**src/hdl/abt_pkg.sv**
```systemverilog
// Shared constants for the asynchronous backplane slave with vector intake.
// Assumes bus pins arrive as active-low open-collector levels.
`default_nettype none
package abt_pkg;
  // Bus widths
  localparam int ADDR_W   = 18;
  localparam int DATA_W   = 16;
  // Cycle-control codes (logical levels, high line first)
  localparam logic [1:0] CYC_READ_WORD   = 2'h0;
  localparam logic [1:0] CYC_READ_MODIFY = 2'h1;
  localparam logic [1:0] CYC_WRITE_WORD  = 2'h2;
  localparam logic [1:0] CYC_WRITE_BYTE  = 2'h3;
  // Local memory window: 64 words at a fixed base
  localparam int MEM_WORDS = 64;
  localparam int IDX_W     = 6;
  localparam int IDX_LSB   = 1;
  localparam int WIN_LSB   = IDX_LSB + IDX_W;
  localparam logic [ADDR_W-1:0] BASE_ADDR = 18'h3F000;
  // Pin synchroniser depth
  localparam int SYNC_STAGES = 3;
  // Slave state codes, Gray along the usual path
  typedef enum logic [2:0] {
    ST_IDLE = 3'h0,
    ST_LOAD = 3'h1,
    ST_ACK  = 3'h3,
    ST_HOLD = 3'h2
  } abt_state_e;
endpackage
`default_nettype wire

```
**src/hdl/abt_slave.sv**
```systemverilog
// Backplane data-transfer slave: 64-word memory window plus interrupt vector intake.
// Assumes open-collector pins resolved outside; every bus level pin here is active low, the output enables active high.
`default_nettype none
module abt_slave
  import abt_pkg::*;
(
  // Clock and reset
  input  wire logic              sys_clk,
  input  wire logic              rst_n,
  // Bus pins in
  input  wire logic              busOccupiedIn_n,
  input  wire logic [ADDR_W-1:0] addrIn_n,
  input  wire logic [1:0]        cycleCtlIn_n,
  input  wire logic [DATA_W-1:0] dataIn_n,
  input  wire logic              masterSyncIn_n,
  input  wire logic              vectorStrobeIn_n,
  // Bus pins out
  output logic [DATA_W-1:0]      dataOut_n,
  output logic [DATA_W-1:0]      dataOe,
  output logic                   slaveSyncOut_n,
  output logic                   slaveSyncOe,
  output logic                   parityFlagAOut_n,
  output logic                   parityFlagAOe,
  output logic                   parityErrorOut_n,
  output logic                   parityErrorOe,
  // User side
  input  wire logic              parityCheckOff,
  input  wire logic              corruptWrite,
  output logic                   busOccupied,
  output logic [DATA_W-1:0]      vectorWord,
  output logic                   vectorValid
);
  localparam int IN_W = 1 + ADDR_W + 2 + DATA_W + 2;

  logic [IN_W-1:0]   syncIn;
  logic              busyS, msynS, vecS;
  logic [ADDR_W-1:0] addrS;
  logic [1:0]        cycS;
  logic [DATA_W-1:0] dataS;

  // All input pins pass the agreement synchroniser; logical level is the inverse
  abt_pin_sync #(.W(IN_W)) uSync (
    .sys_clk (sys_clk),
    .rst_n   (rst_n),
    .pinIn   ({busOccupiedIn_n, addrIn_n, cycleCtlIn_n, dataIn_n,
                masterSyncIn_n, vectorStrobeIn_n}),
    .initVal ({IN_W{1'b1}}),
    .pinOut  (syncIn)
  );
  assign {busyS, addrS, cycS, dataS, msynS, vecS} = ~syncIn;

  // Word parity, odd count of ones gives one
  function automatic logic par16(input logic [DATA_W-1:0] w);
    par16 = ^w;
  endfunction

  // Window hit on address bits 17 down to 7; the word index and bit zero play no part
  function automatic logic hitWin(input logic [ADDR_W-1:0] a);
    hitWin = (a[ADDR_W-1:WIN_LSB] == BASE_ADDR[ADDR_W-1:WIN_LSB]);
  endfunction

  logic [DATA_W-1:0] mem   [MEM_WORDS];
  logic              memPar[MEM_WORDS];

  abt_state_e        state_r, state_nxt;
  logic [DATA_W-1:0] dataOe_r, dataOe_nxt, dataVal_r, dataVal_nxt;
  logic              slave_sync_r, slave_sync_nxt, perr_r, perr_nxt, pa_r, pa_nxt;
  logic [DATA_W-1:0] vecWord_r, vecWord_nxt;
  logic              vecValid_r, vecValid_nxt, busy_r, busy_nxt;
  logic              wrEn, wrHi, wrLo, wrPar;
  logic [IDX_W-1:0]  idx;
  logic [DATA_W-1:0] wrData;
  logic              isWrite, isByte;

  assign idx     = addrS[IDX_LSB +: IDX_W];
  assign isWrite = cycS[1];
  assign isByte  = (cycS == CYC_WRITE_BYTE);

  // Slave sequencer; vector strobe wins and ignores address/control
  always_comb begin
    state_nxt    = state_r;
    dataOe_nxt   = dataOe_r;
    dataVal_nxt  = dataVal_r;
    slave_sync_nxt     = slave_sync_r;
    perr_nxt     = perr_r;
    pa_nxt       = pa_r;
    vecWord_nxt  = vecWord_r;
    vecValid_nxt = 1'b0;
    busy_nxt     = busyS;
    wrEn         = 1'b0;
    wrHi         = 1'b0;
    wrLo         = 1'b0;
    wrData       = dataS;
    wrPar        = 1'b0;
    unique case (state_r)
      ST_IDLE: begin
        if (vecS) begin
          vecWord_nxt  = dataS;
          vecValid_nxt = 1'b1;
          slave_sync_nxt     = 1'b1;
          state_nxt    = ST_HOLD;
        end else if (msynS && hitWin(addrS)) begin
          if (isWrite) begin
            // Master-sync doubles as data strobe: take data now
            wrEn = 1'b1;
            if (isByte) begin
              wrHi = addrS[0];
              wrLo = ~addrS[0];
            end else begin
              wrHi = 1'b1;
              wrLo = 1'b1;
            end
            slave_sync_nxt  = 1'b1;
            state_nxt = ST_HOLD;
          end else begin
            // Reads: present data and parity a cycle before slave-sync
            dataVal_nxt = mem[idx];
            dataOe_nxt  = mem[idx];
            pa_nxt      = parityCheckOff;
            perr_nxt    = ~parityCheckOff & (par16(mem[idx]) != memPar[idx]);
            state_nxt   = ST_LOAD;
          end
        end
      end
      ST_LOAD: begin
        slave_sync_nxt  = 1'b1;
        state_nxt = ST_ACK;
      end
      ST_ACK: begin
        state_nxt = ST_HOLD;
      end
      ST_HOLD: begin
        // Hold slave-sync until the master or vector strobe lets go
        if (!msynS && !vecS) begin
          slave_sync_nxt   = 1'b0;
          dataOe_nxt = '0;
          perr_nxt   = 1'b0;
          pa_nxt     = 1'b0;
          state_nxt  = ST_IDLE;
        end
      end
      default: begin
        state_nxt = ST_IDLE;
      end
    endcase
    if (wrEn) begin
      wrPar = par16(dataS) ^ corruptWrite;
    end
  end

  // Sequencer registers
  always_ff @(posedge sys_clk or negedge rst_n) begin
    if (!rst_n) begin
      state_r    <= ST_IDLE;
      dataOe_r   <= '0;
      dataVal_r  <= '0;
      slave_sync_r     <= 1'b0;
      perr_r     <= 1'b0;
      pa_r       <= 1'b0;
      vecWord_r  <= '0;
      vecValid_r <= 1'b0;
      busy_r     <= 1'b0;
    end else begin
      state_r    <= state_nxt;
      dataOe_r   <= dataOe_nxt;
      dataVal_r  <= dataVal_nxt;
      slave_sync_r     <= slave_sync_nxt;
      perr_r     <= perr_nxt;
      pa_r       <= pa_nxt;
      vecWord_r  <= vecWord_nxt;
      vecValid_r <= vecValid_nxt;
      busy_r     <= busy_nxt;
    end
  end

  // Memory has no reset; parity is merged per lane on byte writes
  always_ff @(posedge sys_clk) begin
    if (wrEn) begin
      if (wrHi) begin
        mem[idx][15:8] <= wrData[15:8];
      end
      if (wrLo) begin
        mem[idx][7:0] <= wrData[7:0];
      end
      memPar[idx] <= (wrHi && wrLo) ? wrPar
                   : par16({wrHi ? wrData[15:8] : mem[idx][15:8],
                            wrLo ? wrData[7:0]  : mem[idx][7:0]}) ^ corruptWrite;
    end
  end

  // Open-collector: a driven line is always pulled low
  assign dataOut_n        = '0;
  assign slaveSyncOut_n   = 1'b0;
  assign parityFlagAOut_n = 1'b0;
  assign parityErrorOut_n = 1'b0;
  assign dataOe           = dataOe_r;
  assign slaveSyncOe      = slave_sync_r;
  assign parityFlagAOe    = pa_r;
  assign parityErrorOe    = perr_r;
  assign busOccupied      = busy_r;
  assign vectorWord       = vecWord_r;
  assign vectorValid      = vecValid_r;
endmodule
`default_nettype wire

```
**src/hdl/abt_pin_sync.sv**
```systemverilog
// Three-stage pin synchroniser; a change is taken once stages two and three agree.
// Assumes inputs are asynchronous to sys_clk.
`default_nettype none
module abt_pin_sync
  import abt_pkg::*;
#(
  parameter int W = 1
) (
  // Clock and reset
  input  wire logic         sys_clk,
  input  wire logic         rst_n,
  input  wire logic [W-1:0] pinIn,
  input  wire logic [W-1:0] initVal,
  // Filtered level
  output logic      [W-1:0] pinOut
);
  logic [W-1:0] s1_r, s2_r, s3_r, out_r;
  logic [W-1:0] out_nxt;

  // Only bits where the last two stages agree may move
  always_comb begin
    out_nxt = (s2_r & ~(s2_r ^ s3_r)) | (out_r & (s2_r ^ s3_r));
  end

  // Stage one feeds stage two only; reset to all ones (released lines)
  always_ff @(posedge sys_clk or negedge rst_n) begin
    if (!rst_n) begin
      s1_r  <= '1;
      s2_r  <= '1;
      s3_r  <= '1;
      out_r <= '1;
    end else begin
      s1_r  <= pinIn;
      s2_r  <= s1_r;
      s3_r  <= s2_r;
      out_r <= out_nxt;
    end
  end

  // Released level maps onto initVal; all-ones initVal passes the pin level as is
  assign pinOut = out_r ^ ~initVal;
endmodule
`default_nettype wire

```
**config.mk**
```make
export PLATFORM = sky130hd
export DESIGN_NAME = abt_slave
export DESIGN_NICKNAME = d
export VERILOG_FILES = /design/src/hdl/abt_pkg.sv /design/src/hdl/abt_slave.sv /design/src/hdl/abt_pin_sync.sv
export SDC_FILE = /design/constraint.sdc
export NUM_CORES = 1
export LEC_CHECK = 0
export BUFFER_PORTS_ARGS = -buffer_cell sky130_fd_sc_hd__buf_2
export CAP_MARGIN = 10
export CORE_ASPECT_RATIO = 1.5
export CORE_MARGIN = 4
export CORE_UTILIZATION = 31
export CTS_CLUSTER_DIAMETER = 200
export CTS_CLUSTER_SIZE = 12
export DETAILED_ROUTE_END_ITERATION = 12
export HOLD_SLACK_MARGIN = 0.15
export PLACE_DENSITY = 0.53
export SLEW_MARGIN = 30
export SYNTH_ARGS = -nofsm -noshare
export SYNTH_HDL_FRONTEND = slang
export SYNTH_HIERARCHICAL = 1
export SYNTH_SLANG_ARGS = --single-unit
```
**constraint.sdc**
```tcl
create_clock -name sys_clk -period 15 [get_ports sys_clk]
set_input_delay 0.75 -clock sys_clk [delete_from_list [all_inputs] [get_ports sys_clk]]
set_output_delay 0.75 -clock sys_clk [all_outputs]
set_load 0.02 [all_outputs]
```
==> run_results.csv, run 1 <==
group,metric,value,unit
outcome,status,"finished, final reports clean",
placed_design,dp_hpwl,88.4,mm
yosys,yosys_warnings,6,
timing,fin_skew,0.0408,ns
timing,maxSlewHeadroom,27.0,%
setup_path,start_kind,"register",
die,initial_core_util,31.3,%
yosys,ys_types,78,
cts,htree_levels,3,
setup_path,reg2reg_to,"memPar[29]$_DFFE_PP_",
global_route,grt_util_all_layers,16.5,%
yosys,synth_area_per_cell,18.2,µm²
detailed_routing,vias_per_cell,5.17,
detailed_routing,route.detailed.drc,0,
layout,fillers,14900,
job,drv_cap,0,
setup_path,r2r_cells,17,
setup_path,endpoint,"memPar[29]$_DFFE_PP_",
detailed_routing,route.antenna.remaining_nets,0,
placed_design,gp_congestion,0.834,
power_and_ir_drop,p_per_area,157,nW/µm²
cts,cts-root-buf,"clkbuf_16",
die,die_y,498,µm
yosys,synth_cells,2734,
detailed_routing,drt_iter0_drc,2657,
global_route,antenna_found_initial,3,
detailed_routing,drt_wl_total,140,mm
timing,min_period,6.55,ns
yosys,synth_edf_count,1088,
setup_path,regToRegSetupSlack,8.45,ns
min_path,min-delay-start,"parityCheckOff",
setup_path,crit_path_end_kind,"register",
setup_path,timing_worst_setup_path_type,"reg2reg",
cts,cts_buffer_depth,3,
cts,cts_setup_buffers,0,
setup_path,worstPathMaxFanout,67,
cts,cts.sink_count,1283,
layout,area_growth,15.0,%
timing,hold_viol,0,
global_route,grt_pass1_vias,27400,
die,core_area,159000,µm²
cts,cts_tree,"built",
yosys,seq_area_frac_synth,75.9,%
cts,clk_pin_slew_worst_paths,0.07,ns
cts,cts_resized,0,
power_and_ir_drop,vdd_ir_drop_max,0.500,mV
placed_design,place_ws,8.57,ns
global_route,grt_pass1_wl,201,mm
die,rows,179,
timing,setup_viol,0,
layout,drive_above_1_share,27.3,%
detailed_routing,dr.pass1.iters,7,
timing,drv_slew,0,
yosys,async_reset_ff_share,15.2,%
timing,min_period_over_period,43.7,%
die,io_pins,99,
power_and_ir_drop,p_total,8.96,mW
timing,tightestPinTransition,1.09,ns
timing,timing.fmax,0.153,GHz
yosys,ys.flop_type,"edfxtp_1",
min_path,hold_path.class,"in2reg",
yosys,synth_area,49700,µm²
timing,worst_slack,8.45,ns
power_and_ir_drop,p_leak,18.4,nW
layout,nets,2989,
cts,hold_buffers,40,
cts,insertion_delay,0.75,ns
die,die_width,335,µm
detailed_routing,wl_per_cell,27.3,µm
timing,tns,0,ns
setup_path,required,15.46,ns
global_route,gr-total-overflow,0,
setup_path,arrival,7.01,ns
cts,cts_inserted_buffers,116,
die,die-area,167000,µm²
detailed_routing,vias,26500,
timing,grt_setup_unrepaired,"false",
yosys,ys_seq_elements,1283,
global_route,grt_max_degree,81,
placed_design,io_buffers,79,
[kinds of logic (layout without fill, tap and decap cells)]
logic type / Yosys count / after routing / synth area share (%)
flops: 1283 / 1283 / 75.9
compound gates: 426 / 426 / 6.23
simple gates: 385 / 385 / 3.69
mux: 299 / 299 / 9.41
buf+inv: 230 / 489 / 2.52
xor+xnor: 70 / 70 / 1.32
fa+ha+maj: 39 / 39 / 0.884
other cells: 2 / 59 / 0.0151
[worst min path at each step]
stage,endpoint,slack [ns],cells after the start
2_1_floorplan,uSync/s2_r[0]$_DFF_PN1_,0.35,0
3_3_place_gp,uSync/s2_r[31]$_DFF_PN1_,0.35,0
3_5_place_dp,uSync/s2_r[0]$_DFF_PN1_,0.35,0
4_1_cts,parityErrorOe$_DFFE_PN0P_,0.17,2
5_1_grt,parityErrorOe$_DFFE_PN0P_,0.21,2
6_report,parityErrorOe$_DFFE_PN0P_,0.23,2
[registers in the layout (all words and copies together) (netlist names), 2 cells and up, named ones only]
signal / count
state_r: 2
vectorWord: 16
uSync/s1_r: 39
uSync/s2_r: 39
dataOe: 16
mem: 1024
memPar: 64
uSync/s3_r: 39
[per-stage QoR]
stage	cell area [µm²]	util (%)	cells	hold slack, ns
finish	57200	36.0	5131	0.227
global route	57200	36.0	5131	0.209
CTS	57100	35.9	5129	0.170
global placement	53200	33.4	4867	0.346
floorplan	49900	-	2790	0.345
detailed placement	53300	33.5	4868	0.347
[placed cells by master, fill, tap and decap left out, types with 64 or more instances in the layout]
cell type	instances
nor2_1	102
clkbuf_16	117
nand2_1	76
buf_4	122
edfxtp_1	1088
clkbuf_1	98
mux2i_1	123
buf_2	78
o21ai_0	64
dfstp_2	156
a221oi_1	72
mux4_2	129
[critical path, stage by stage (launching register included)]
cell and delay, ns:
dfstp_2 0.56, xnor2_2 0.12, buf_4 0.57, buf_12 0.44
buf_4 0.63, nor2_2 0.18, buf_4 0.29, a32o_1 0.30
o31ai_1 0.46, o221ai_1 0.20, or4b_1 0.60, xor2_1 0.21
xnor3_1 0.28, xnor2_2 0.28, xnor2_1 0.10, mux2i_1 0.23
xnor2_2 0.13, buf_4 0.50
[cells in the mapped netlist (all sizes together), types with 22 or more instances]
master  count  area share [%]
a21oi      38            0.38
a221oi     72             1.3
a22o       22            0.39
a22oi      59            0.89
buf       128             1.7
clkbuf     79            0.60
dfrtp      39             2.0
dfstp     156             8.2
edfxtp   1088              66
inv        23            0.18
maj3       39            0.88
mux2       47             1.1
mux2i     123             2.5
mux4      129             5.8
nand2      79            0.60
nor2      108            0.83
nor3      135             1.4
o211ai     24            0.36
o21ai      68            0.68
o22ai      55            0.69
xnor2      63             1.1
[power breakdown]
| group | internal (mW) | switching, mW |
|---|---|---|
| Clock | 1.47 | 1.29 |
| Combinational | 0.470 | 1.26 |
| Sequential | 4.44 | 0.0305 |
[layout make-up]
type | instances | area, µm² | share of cell area (%)
Inverter | 23 | 111 | 0.195
Clock buffer | 215 | 3300 | 5.76
Timing Repair Buffer | 245 | 1810 | 3.16
Tap cell | 2081 | 2600 | 4.55
Sequential cell | 1283 | 37700 | 66.0
Multi-Input combinational cell | 1277 | 11500 | 20.1
Antenna cell | 1 | 2.50 | 0.00438
Clock inverter | 6 | 101 | 0.177
[routing by layer]
layer	GRT usage, %	routed length (µm)	vias up
li1	-	-	11300
met5	0	0	-
met4	7.67	6630	0
met1	19.5	51900	13900
met3	1.96	7600	272
met2	30.0	73900	1034
(Power assumes the default switching activity.)
==> inputs of run 2 (changes only) <==
ABC_AREA = 1   (was not set)
clock period = 6.4 ns   (was 15 ns; I/O delays follow)
==> run_results.csv, run 2 <==
group,metric,value,unit
setup_path,crit_path_end_kind,"register",
yosys,synth_area_per_cell,10.8,µm²
timing,timing.fmax,0.195,GHz
yosys,yosys.area.top_type,"edfxtp_1",
detailed_routing,dr.pass1.iters,8,
setup_path,cp_slowest_cell,"dfstp_2",
layout,nets,5308,
die,initial_core_util,31.2,%
detailed_routing,top_layer,"met5",
timing,tightestPinTransition,1.16,ns
outcome,status,"finished, final reports clean",
detailed_routing,route.antenna.remaining_nets,0,
cts,clk_pin_slew_worst_paths,0.07,ns
power_and_ir_drop,power_frac_clock,31.9,%
setup_path,worstPathMaxFanout,110,
layout,final_common_cell,"nand2_1",
layout,instances_no_fill,7614,
global_route,gr-total-overflow,0,
power_and_ir_drop,p_int,14.0,mW
global_route,grt_util_all_layers,16.5,%
timing,tns,0,ns
layout,ff_latch_area,37700,µm²
power_and_ir_drop,combPwrFrac,19.1,%
layout,mostFrequentLayoutCells,"nand2_1 (1091), edfxtp_1 (1088), nor2_1 (663)",
timing,setup_viol,0,
power_and_ir_drop,p_leak,24.5,nW
die,die_width,351,µm
layout,drive_above_1_share,13.0,%
detailed_routing,wl_met2,77.0,mm
setup_path,cpPeakStageDelay,0.57,ns
min_path,whs_endpoint,"uSync/s1_r[9]$_DFF_PN1_",
detailed_routing,wirelength_met1,61.8,mm
power_and_ir_drop,p_switching,6.06,mW
power_and_ir_drop,vdd_ir_drop_max,0.337,mV
placed_design,dp.cells,7372,
setup_path,r2r_cells,25,
die,rows,188,
timing,drv_slew,0,
detailed_routing,drt_iter0_drc,2831,
detailed_routing,drt_wl_total,152,mm
detailed_routing,route.detailed.drc,0,
die,core_area,175000,µm²
yosys,ys_types,43,
layout,fillers,17400,
setup_path,start_kind,"register",
setup_path,arrival,5.57,ns
cts,cts_resized,0,
detailed_routing,wl_met3,7.28,mm
detailed_routing,vias,35600,
yosys,synthTopCellsByCount,"nand2_1 (1091), edfxtp_1 (1088), nor2_1 (665)",
timing,min_period_over_period,80.1,%
timing,min_period,5.13,ns
global_route,antenna_found_initial,5,
yosys,synth.top_cell.area_share,59.8,%
placed_design,dp_hpwl,96.1,mm
yosys,synth.most_common_cell,"nand2_1",
global_route,grt_max_degree,213,
setup_path,reg2reg_to,"memPar[13]$_DFFE_PP_",
yosys,ys_seq_elements,1283,
detailed_routing,vias_per_cell,4.67,
cts,cts.sink_count,1283,
setup_path,required,6.84,ns
setup_path,path_common_cell,"nand2_1",
yosys,synth_area,54600,µm²
yosys,yosys_warnings,6,
layout,top_regs,"mem x1024, memPar x64",
placed_design,io_buffers,79,
yosys,synth_area_leaders,"edfxtp_1 (60%), dfstp_2 (7.5%), nand2_1 (7.5%)",
die,io_pins,99,
yosys,seq_area_frac_synth,69.1,%
job,drv_cap,0,
die,die_y,522,µm
global_route,grt_pass1_vias,35100,
global_route,grt_pass1_wl,226,mm
yosys,synth_edf_count,1088,
yosys,ys.flop_type,"edfxtp_1",
power_and_ir_drop,swShare,30.1,%
yosys,async_reset_ff_share,15.2,%
layout,top_register,"mem",
cts,cts_buffer_depth,3,
cts,cts_tree,"built",
placed_design,gp_congestion,0.902,
power_and_ir_drop,p_per_area,323,nW/µm²
min_path,hold_depth,2,
min_path,hold_path.class,"in2reg",
timing,hold_viol,0,
power_and_ir_drop,p_seq_share,49.0,%
yosys,synth_cells,5035,
layout,multi_input_area,13500,µm²
layout,area_growth,13.9,%
timing,fin_skew,0.0407,ns
min_path,min-delay-start,"dataIn_n[7]",
cts,cts-root-buf,"clkbuf_16",
setup_path,regToRegSetupSlack,1.27,ns
timing,maxSlewHeadroom,22.8,%
cts,insertion_delay,0.75,ns
timing,grt_setup_unrepaired,"false",
die,die-area,183000,µm²
setup_path,timing_worst_setup_path_type,"reg2reg",
layout,largest_register_ffs,1024,
cts,cts_inserted_buffers,116,
detailed_routing,wl_per_cell,20.0,µm
cts,htree_levels,3,
run 2: layout make-up:
cell class / count / area share, %
well taps: 2280 / 4.58
clock inverters: 6 / 0.163
flip-flops and latches: 1283 / 60.7
repair buffers: 321 / 4.00
diodes: 1 / 0.00402
multi-input cells: 2909 / 21.7
inverters: 634 / 3.84
clock buffers: 180 / 5.09
run 2: cell families (layout without fill, tap and decap cells):
family / after synthesis / in the layout / share of synthesized area, %
buffers and inverters: 899 / 1141 / 7.05
and+or+nand+nor: 2321 / 2321 / 17.8
AOI/OAI and AO/OA: 479 / 479 / 5.24
other: 2 / 59 / 0.0137
xor gates and xnor gates: 51 / 51 / 0.818
DFF: 1283 / 1283 / 69.1
run 2: per-layer routing:
layer	global-route usage, %	vias up
li1	-	16900
met1	20.4	17400
met2	29.3	983
met3	1.84	257
met4	6.80	2
met5	0	-
run 2: how the worst max path moves through the flow:
stage	startpoint	endpoint	slack [ns]	depth (start not counted)
after floorplan	register	memPar[0]$_DFFE_PP_	2.89	20
after global placement	register	memPar[41]$_DFFE_PP_	1.34	25
after detailed placement	register	memPar[42]$_DFFE_PP_	1.35	25
after CTS	register	memPar[44]$_DFFE_PP_	1.31	25
after global routing	register	memPar[13]$_DFFE_PP_	0.96	25
final	register	memPar[13]$_DFFE_PP_	1.27	25
run 2: worst max-delay path: cells and delay by family, from the launching register on:
| kind | cells | cell delay [ns] |
|---|---|---|
| AO/OA/AOI/OAI | 1 | 0.10 |
| XOR/XNOR | 1 | 0.27 |
| AND/OR/NAND/NOR | 17 | 2.05 |
| buffers and inverters | 6 | 1.66 |
| flip-flops | 1 | 0.57 |
run 2: power by group through the flow:
stage / sequential (mW) / clock (mW) / combinational [mW]
2_1_floorplan: 10.1 / 0 / 2.26
3_3_place_gp: 10.0 / 0 / 3.79
3_5_place_dp: 10.0 / 0 / 3.82
4_1_cts: 9.85 / 6.58 / 3.86
5_1_grt: 9.86 / 6.90 / 4.21
6_report: 9.85 / 6.41 / 3.84
run 2: repair_timing:
item	in CTS	in global routing
endpoints found under the hold margin	165	0
setup buffers	0	0
hold buffers	55	0
run 2: metrics by stage:
stage	hold WS, ns	utilization [%]	instance area [µm²]	power (mW)	setup WS [ns]
global route	0.194	35.6	62200	21.0	0.960
floorplan	0.0244	-	54800	12.3	2.89
detailed placement	0.347	33.4	58400	13.8	1.35
CTS	0.151	35.6	62200	20.3	1.31
finish	0.226	35.6	62200	20.1	1.27
global placement	0.345	33.3	58200	13.8	1.34
